$ cat config.mk
export PLATFORM = sky130hd
export DESIGN_NAME = sleep_mode_controller
export DESIGN_NICKNAME = d
export VERILOG_FILES = /design/src/rtl/domain_mask.v /design/src/rtl/sleep_mode_controller.v
export VERILOG_INCLUDE_DIRS = /design/src /design/src/rtl
export SDC_FILE = /design/constraint.sdc
export NUM_CORES = 1
export LEC_CHECK = 0
export BUFFER_PORTS_ARGS = -buffer_cell sky130_fd_sc_hd__buf_2
export CAP_MARGIN = 20
export CORE_MARGIN = 10
export CORE_UTILIZATION = 42
export CTS_CLUSTER_SIZE = 10
export DETAILED_ROUTE_END_ITERATION = 12
export PLACE_DENSITY = 0.79
export RECOVER_POWER = 50
export SETUP_SLACK_MARGIN = 0.05
export SYNTH_ARGS = -nofsm -noshare
export SYNTH_HDL_FRONTEND = slang
export SYNTH_SLANG_ARGS = --single-unit
$ cat constraint.sdc
create_clock -name mclk -period 1.22 [get_ports mclk]
set_input_delay 0.061 -clock mclk [delete_from_list [all_inputs] [get_ports mclk]]
set_output_delay 0.061 -clock mclk [all_outputs]
set_load 0.005 [all_outputs]
$ cat src/rtl/sleep_ctl_regs.vh
// constants for the sleep mode controller
`ifndef SLEEP_CTL_REGS_VH
`define SLEEP_CTL_REGS_VH
// mode select encodings
`define MODE_IDLE       3'h0
`define MODE_ADC_NR     3'h1
`define MODE_PWR_DOWN   3'h2
`define MODE_PWR_SAVE   3'h3
`define MODE_STANDBY    3'h6
`define MODE_EXT_STBY   3'h7
// bit positions in the domain enable vector
`define DOM_CPU         0
`define DOM_SRAM        1
`define DOM_TIMER       2
`define DOM_SPI         3
`define DOM_IRQ         4
`define DOM_ADC         5
`define DOM_ASYNC       6
`define DOM_MAIN_OSC    7
`define DOM_XTAL        8
`define DOM_WIDTH       9
`define DOM_ALL_ON      9'h1FF
`define MODE_RESET      3'h0
// wake request lines, in the order they enter the synchroniser
`define WAKE_IRQ        0
`define WAKE_PER        1
`define WAKE_LINES      2
`endif

$ cat src/rtl/domain_mask.v
// decodes a sleep mode into the set of domains kept running
`timescale 1ns/1ps
`default_nettype none
`include "sleep_ctl_regs.vh"
module domain_mask
(
  input  wire [2:0]              mode,
  output reg  [`DOM_WIDTH-1:0]   keep,
  output reg                     valid
);
  // one bit per domain; an unknown code keeps everything alive
  always @*
  begin
    keep  = {`DOM_WIDTH{1'h0}};
    valid = 1'h1;
    case (mode)
      `MODE_IDLE:
      begin
        keep[`DOM_SRAM]     = 1'h1;
        keep[`DOM_TIMER]    = 1'h1;
        keep[`DOM_SPI]      = 1'h1;
        keep[`DOM_IRQ]      = 1'h1;
        keep[`DOM_ADC]      = 1'h1;
        keep[`DOM_ASYNC]    = 1'h1;
        keep[`DOM_MAIN_OSC] = 1'h1;
        keep[`DOM_XTAL]     = 1'h1;
      end
      `MODE_ADC_NR:
      begin
        keep[`DOM_ADC]      = 1'h1;
        keep[`DOM_ASYNC]    = 1'h1;
        keep[`DOM_MAIN_OSC] = 1'h1;
        keep[`DOM_XTAL]     = 1'h1;
      end
      `MODE_PWR_DOWN:
        keep = {`DOM_WIDTH{1'h0}};
      `MODE_PWR_SAVE:
        keep[`DOM_ASYNC]    = 1'h1;
      `MODE_STANDBY:
        keep[`DOM_XTAL]     = 1'h1;
      `MODE_EXT_STBY:
      begin
        keep[`DOM_MAIN_OSC] = 1'h1;
        keep[`DOM_XTAL]     = 1'h1;
        keep[`DOM_ASYNC]    = 1'h1;
      end
      default:
      begin
        keep  = `DOM_ALL_ON;
        valid = 1'h0;
      end
    endcase
  end
endmodule // domain_mask
`default_nettype wire

$ cat src/rtl/sleep_mode_controller.v
// sleep mode controller: mode hold, sleep entry, wake and domain enables
//
// Overview of operation
// - six selectable sleep modes, each gating domains
// - idle halts cpu, keeps sram, timers, spi, irq
// - power-down stops oscillator, registers retained
// - power-down exits only on interrupt or reset
// - power-save keeps asynchronous timer counting
// - adc noise mode keeps adc, async timer and both oscillators
// - standby keeps crystal oscillator running
// - extended standby keeps oscillator and async timer
`timescale 1ns/1ps
`default_nettype none
`include "sleep_ctl_regs.vh"
module sleep_mode_controller
(
  input  wire                    mclk,
  input  wire                    rst,
  input  wire [2:0]              mode_wdata,
  input  wire                    mode_we,
  input  wire                    sleep_cmd,
  input  wire                    irq_wake,
  input  wire                    periph_wake,
  output reg  [2:0]              mode_sel,
  output reg                     asleep,
  output reg  [`DOM_WIDTH-1:0]   dom_en,
  output reg                     wake_pulse
);
  // one-hot states: running, or parked in the stored sleep mode
  localparam ST_RUN   = 2'h1;
  localparam ST_SLEEP = 2'h2;

  // controller state and the values loaded on the next edge
  reg  [1:0]              state;
  reg  [1:0]              next_state;
  reg  [2:0]              next_mode_sel;
  reg                     next_asleep;
  reg  [`DOM_WIDTH-1:0]   next_dom_en;
  reg                     next_wake_pulse;

  // raw and synchronised wake requests, one bit per line
  wire [`WAKE_LINES-1:0]  wake_raw;
  wire [`WAKE_LINES-1:0]  wake_seen;
  wire                    irq_seen;
  wire                    per_seen;

  // mode decode results and the entry and exit qualifiers
  wire [`DOM_WIDTH-1:0]   keep;
  wire                    mode_ok;
  reg                     wake_ok;
  wire                    enter_ok;

  // the decoder works on the stored mode, never on the write data,
  // so a write and a sleep command in one cycle cannot mix codes
  domain_mask domain_mask_i
  (
    .mode  (mode_sel),
    .keep  (keep),
    .valid (mode_ok)
  );

  // gather the wake lines so one loop can synchronise them all
  assign wake_raw[`WAKE_IRQ] = irq_wake;
  assign wake_raw[`WAKE_PER] = periph_wake;

  // wake lines come from logic that may run off other clocks, so
  // each passes two flip-flops; only the second one is read
  genvar gi;
  generate
    for (gi = 0; gi < `WAKE_LINES; gi = gi + 1)
    begin : wake_sync
      reg stage1;
      reg stage2;
      always @(posedge mclk or posedge rst)
      begin
        if (rst)
        begin
          stage1 <= 1'h0;
          stage2 <= 1'h0;
        end
        else
        begin
          stage1 <= wake_raw[gi];
          stage2 <= stage1;
        end
      end
      assign wake_seen[gi] = stage2;
    end
  endgenerate

  // named views of the synchronised lines
  assign irq_seen = wake_seen[`WAKE_IRQ];
  assign per_seen = wake_seen[`WAKE_PER];

  // power-down ignores peripheral events; others accept either.
  // wake is level based, so a line held high keeps the part awake
  always @*
  begin
    if (mode_sel == `MODE_PWR_DOWN)
      wake_ok = irq_seen;
    else
      wake_ok = irq_seen | per_seen;
  end

  // a sleep command is refused with a write in the same cycle, with
  // an undefined code, or while a wake is already pending; nothing
  // flags the refusal, software simply sees asleep stay low
  assign enter_ok = sleep_cmd & ~mode_we & mode_ok & ~wake_ok;

  // next values; mode writes while asleep are dropped since the
  // cpu is halted and cannot issue them
  always @*
  begin
    next_state      = state;
    next_mode_sel   = mode_sel;
    next_asleep     = asleep;
    next_dom_en     = dom_en;
    next_wake_pulse = 1'h0;
    case (state)
      ST_RUN:
      begin
        if (mode_we)
          next_mode_sel = mode_wdata;
        if (enter_ok)
        begin
          next_state  = ST_SLEEP;
          next_asleep = 1'h1;
          next_dom_en = keep;
        end
      end
      ST_SLEEP:
      begin
        // stopped domains keep their contents; only enables move
        if (wake_ok)
        begin
          next_state      = ST_RUN;
          next_asleep     = 1'h0;
          next_dom_en     = `DOM_ALL_ON;
          next_wake_pulse = 1'h1;
        end
      end
      default:
      begin
        // a corrupted state falls back to running with all on
        next_state  = ST_RUN;
        next_asleep = 1'h0;
        next_dom_en = `DOM_ALL_ON;
      end
    endcase
  end

  // every output is a flip-flop, so the gating cells downstream
  // never see decode glitches
  always @(posedge mclk or posedge rst)
  begin
    if (rst)
    begin
      state      <= ST_RUN;
      mode_sel   <= `MODE_RESET;
      asleep     <= 1'h0;
      dom_en     <= `DOM_ALL_ON;
      wake_pulse <= 1'h0;
    end
    else
    begin
      state      <= next_state;
      mode_sel   <= next_mode_sel;
      asleep     <= next_asleep;
      dom_en     <= next_dom_en;
      wake_pulse <= next_wake_pulse;
    end
  end
endmodule // sleep_mode_controller
`default_nettype wire

== Word-level counts from Yosys, hierarchy flattened ==
Index checks and enable logic that the tools add are counted.

* RAM bits: 0
* ROM bits: 0
* Flip-flop bits (word level): 20
* Logic and storage cells: 52
* Memories kept: 0
* Latch bits: 0
* Bits of input ports: 9

* Magnitude comparators: 0
* Bitwise operators: 6
* Add/sub/neg operators: 0
* Div/mod/pow operators: 0
* Mux-type cells: 19
* Shift-type cells: 0
* Reductions and logical operators: 9
* Multipliers: 0
* Equality and inequality tests: 9

{| class="wikitable"
|+ Operators by type and width
! operator !! count
|-
| two-way mux 9 bit || 2
|-
| case mux 9 bit (2 select lines) || 1
|-
| two-way mux 1 bit || 11
|-
| == test 3 x 2 -> 1 bit, second input constant || 2
|-
| == test 3 bit, second input constant || 2
|-
| OR reduction 6 bit || 1
|-
| OR reduction 5 bit || 1
|-
| two-way mux 2 bit || 2
|-
| two-way mux 4 bit || 1
|-
| != test 2 bit, second input constant || 2
|-
| case mux 2 bit (2 select lines) || 1
|-
| AND reduction 2 bit || 2
|-
| OR reduction 2 bit || 2
|-
| OR reduction 4 bit || 1
|-
| bitwise AND 1 bit || 3
|-
| == test 3 x 1 -> 1 bit, second input constant || 1
|-
| logical NOT 3 bit || 1
|-
| OR reduction 3 bit || 1
|-
| == test 2 x 1 -> 1 bit, second input constant || 1
|-
| == test 2 bit, second input constant || 1
|-
| NOT 1 bit || 2
|-
| case mux 1 bit (2 select lines) || 1
|-
| bitwise OR 1 bit || 1
|}

== Logic depth before layout (Yosys ltp) ==
* Depth after elaboration: 7
* Depth in mapped cells: 5

== Cells and area by module ==
From an unflattened synthesis, not the netlist that was laid out.

* Cells, all modules: 79
* Area, all modules: 914.6 µm²

{| class="wikitable"
|+ By module, submodules not included
! module !! cells each !! instances !! area an instance (µm²)
|-
| sleep_mode_controller || 67 || 1 || 854.6
|-
| domain_mask || 12 || 1 || 60.1
|}

== Least setup slack after synthesis ==
No wires, ideal clock.

* Kind: register -> register
* Start point: reg mode_sel[1]
* End point: reg dom_en[8]
* Setup slack: -94 ps
* Cell stages (with the launch flop): 6
* Clock period less this slack: 1314 ps
* Data arrival time: 1254 ps
* Path buffers: 1
* Cells stage by stage: dfrtp_1 -> nor4b_2 -> or2_1 -> buf_6 -> a22oi_4 -> o22a_1

* Cells in the longest elaborated chain, start to end: 7
* Elaborated cells between the ends (all ways): 19
* Classes of those cells: eq/ne: 7; mux: 5; bitwise: 3; reduce/logical: 4

{| class="wikitable"
|+ Ends and longest elaborated chain
! element !! RTL line !! text
|-
| from (decl) || sleep_mode_controller.v:24 || <nowiki>output reg [2:0] mode_sel,</nowiki>
|-
| from (signal assigned) || sleep_mode_controller.v:159 || <nowiki>mode_sel <= `MODE_RESET;</nowiki>
|-
| from (signal assigned) || sleep_mode_controller.v:167 || <nowiki>mode_sel <= next_mode_sel;</nowiki>
|-
| == test 3 x 2 -> 1 bit (tied with other cells) || domain_mask.v:16 || <nowiki>case (mode)</nowiki>
|-
| OR reduction 6 bit (no line) || n/a ||
|-
| two-way mux 1 bit || domain_mask.v:16 ||
|-
| bitwise AND 1 bit (2 in a row) || sleep_mode_controller.v:108 || <nowiki>assign enter_ok = sleep_cmd & ~mode_we & mode_ok & ~wake_ok;</nowiki>
|-
| != test 2 bit (no line) || n/a ||
|-
| AND reduction 2 bit (no line) || n/a ||
|-
| to (signal assigned) || sleep_mode_controller.v:161 || <nowiki>dom_en <= `DOM_ALL_ON;</nowiki>
|-
| to (signal assigned) || sleep_mode_controller.v:169 || <nowiki>dom_en <= next_dom_en;</nowiki>
|-
| to (decl) || sleep_mode_controller.v:26 || <nowiki>output reg [`DOM_WIDTH-1:0] dom_en,</nowiki>
|}

Several ways; a longest one is shown, not always the timed one. The select of a mux whose other input is x is not followed.
A chain may end at the register's enable or synchronous reset.

== Final worst setup path ==
Ends and elaborated chain as after synthesis.

==> key figures <==
Clock network
  • TritonCTS clock tree: built
  • Clock buffer depth: 2
  • Clock sink count: 16
  • CTS buffer count: 3
  • Root buf cell: clkbuf_4
  • Worst-path clk slew: 0.10 ns
  • Worst skew pair latency: a little under 0.3 ns
  • CTS H-tree depth: 1

Global route
  • Number of global-route vias before repair: 644
  • Largest net degree at the start of global routing: 17
  • Layer with the highest usage: met2
  • Gr ovfl total: 0
  • Global-route wire length before repair: ~2700 um
  • Met2 GRT Util: 16.9%
  • Met3 Usage GRT: about 3.3%
  • GR Util met1: under 10%
  • Initial antenna violation count: 0
  • All-layer global routing usage: 9.06%

Synthesis
  • Mux cell area share after synthesis: approximately 4.8%
  • Main flop type after synthesis: dfrtp_1
  • Syn_area_per_cell: 12.5 um^2
  • Syn Inst Count: 56
  • Largest family of logic cells by synthesized area: compound AO/OA/AOI/OAI gates
  • Syn nets: 65
  • Synth Area in Compound Gates: between 10% and 20%
  • Synth Area in XOR/XNOR: 0%
  • Top cells by area, synth: dfrtp_1, dfstp_2, mux2_2
  • Cell Area, Synth: ~700 um^2
  • Adder-cell share of the synthesized area: 0%
  • Area leader, netlist: dfrtp_1
  • Yosys reg bits: 16
  • Post-synth top area share: ~32%
  • FFs w/ async S/R, synth: 100%
  • Warnings, synthesis: 0
  • EDFF count, synth: 0
  • Simple-gate share of the synthesized area: 14.1%
  • Synth cell types: 27
  • Register area share after synthesis: 58.5%

STA
  • Final hold viol count: 2
  • Hold slack: -0.00533 ns
  • RSZ-0062 raised after global routing: yes
  • Final worst path period share: 117%
  • Post-route minimum period: 1.42 ns
  • Final setup viols: 11
  • Worst-Margin Slew: roughly 0.58 ns
  • F_max: approximately 0.7 GHz
  • Clk_skew: approximately 0.011 ns
  • Max-slew violation count: 0
  • Final worst setup slack: -0.203 ns
  • Worst slew margin: about 61%

Cells and area
  • Nets: 105
  • Final Util: between 60% and 70%
  • Reg area: about 400 um^2
  • Multi-input logic area: around 270 um^2
  • FILL cells: 124
  • Layout area overhead: 41.5%
  • Layout cells sized above 1: just over 60%
  • Antenna cells: 0

Placement
  • Dpl hpwl: around 1300 um
  • Pre-CTS WS: -0.144 ns
  • Port bufs: 22
  • Final Wtd Congestion: 0.818

Critical path
  • Crit Path Class: flop to flop
  • Crit start category: flop
  • CP required: between 1 and 1.5 ns
  • CP endpoint kind: flop
  • CP max FO: 5
  • Crit path DAT: approximately 1.7 ns

Hold path
  • HP Class: input pin to flop

Pwr
  • Sequential group share of total power: roughly half
  • VDD IR max: 0.986 mV
  • Int Pwr: 0.000968 W
  • Leakage: approximately 0.47 nW
  • Part of the power in combinational logic: 26.5%
  • Clk pwr share: a little over a fifth
  • Overall power: 0.00134 W
  • Pwr Density: around 1400 nW/um^2
  • Net Sw Frac: between 20% and 30%
  • Sw power: ~0.00037 W

Die
  • CORE AREA: around 1500 um^2
  • Io pins: 23
  • Placement row count: 14
  • Die width: about 61 um
  • Initial core utilization: 45.4%
  • Die height: about 61 um
  • Area of the die: approximately 3700 um^2

Routing
  • DRC viols: 0
  • WL/cell: roughly 16 um
  • Final WL: about 1800 um
  • Vias/cell: 5.15
  • DR vias: 572
  • Remaining antenna violation count: 0
  • First-pass DRT Iterations: 4
  • Drt initial violations: 7

Status
  • Status: finished, violations left
  • Failing checks: negative hold slack, negative setup slack

Run
  • Max-cap violation count: 0
routing by layer:
layer	routed length, um	share of wire (%)
met1	693	39
met2	895	51
met3	152	8.6
met4	27	1.5
met5	0	0
area by class of cell:
cell class,count,area share [%]
flip-flops and latches,16,41.5
multi-input cells,32,27.3
clock buffers,4,2.65
inverters,4,1.52
well taps,16,2.02
repair buffers,39,25.0
layout by cell type (no fill, tap or decap), types with 2 or more instances in the layout:
master / synthesis / routed
nor2_1: 2 / 2
nand2_1: 4 / 2
clkbuf_4: 0 / 3
dfstp_2: 7 / 7
dfrtp_1: 9 / 8
nor2b_1: 2 / 2
buf_4: 3 / 13
inv_1: 4 / 4
clkbuf_1: 0 / 2
o22a_1: 2 / 2
and2b_2: 1 / 2
nand2_2: 0 / 2
dlygate4sd3_1: 0 / 3
a21oi_1: 3 / 3
mux2_2: 3 / 3
buf_2: 0 / 21
critical path, stage by stage, from the launching register on:
cell     delay (ns)
dfrtp_1        0.44
nor4b_4        0.15
buf_4          0.13
or2_4          0.27
a22oi_4        0.22
o22a_1         0.15
path summary, 6_finish.rpt:
path / startpoint / endpoint / slack [ns] / cells past startpoint
min in group asynchronous: rst / irq_seen / 0.35 / 3
max reg2reg: mode_sel[1] / dom_en[8] / -0.20 / 5
min: mode_wdata[2] / mode_sel[2] / -0.005 / 2
min reg2reg: wake_sync[1].stage1 / per_seen / 0.36 / 0
max in group asynchronous: rst / mode_sel[2] / 0.46 / 3
max: mode_sel[1] / dom_en[8] / -0.20 / 5
flip-flops by register name (all words and copies together), names as in the netlist:
| register | cells |
|---|---|
| dom_en | 6 |
| mode_sel | 3 |
| state | 2 |
| wake_sync.stage1 | 2 |
| irq_seen | 1 |
| per_seen | 1 |
| wake_pulse | 1 |
what timing repair did:
item,4_1_cts,5_1_grt
gates resized for setup,0,5
pin swaps,2,3
setup endpoints to repair,11,12
buffers inserted,0,5
gates cloned,0,0
hold endpoints to repair,11,0
hold buffers,3,0
stage by stage:
stage	TNS, ns	instances	area, um^2
final	-1.49	111	990
after global routing	-1.97	111	990
after CTS	-0.964	106	933
after detailed placement	-0.742	99	877
after global placement	-0.341	99	877
after floorplan	-0.255	56	713
power groups by stage:
stage          combinational [W]  sequential (W)  clock, W
6_report                0.000356        0.000694  0.000293
5_1_grt                 0.000398        0.000705  0.000317
4_1_cts                 0.000326        0.000693  0.000292
3_5_place_dp            0.000317        0.000701         0
3_3_place_gp            0.000309        0.000698         0
2_1_floorplan           0.000169        0.000708         0
logic make-up (layout without fill, tap and decap cells):
kind of cell / count (synthesis) / after routing
buf+inv: 8 / 47
mux: 3 / 3
simple gates: 16 / 16
flops: 16 / 16
compound gates: 13 / 13
cells in the mapped netlist (2+ instances only):
library cell	number
mux2_2	3
nor2_1	2
dfrtp_1	9
buf_4	3
inv_1	4
nand2_1	4
nor2b_1	2
a21oi_1	3
o22a_1	2
dfstp_2	7
No activity file was read; power rests on OpenSTA's default activity.
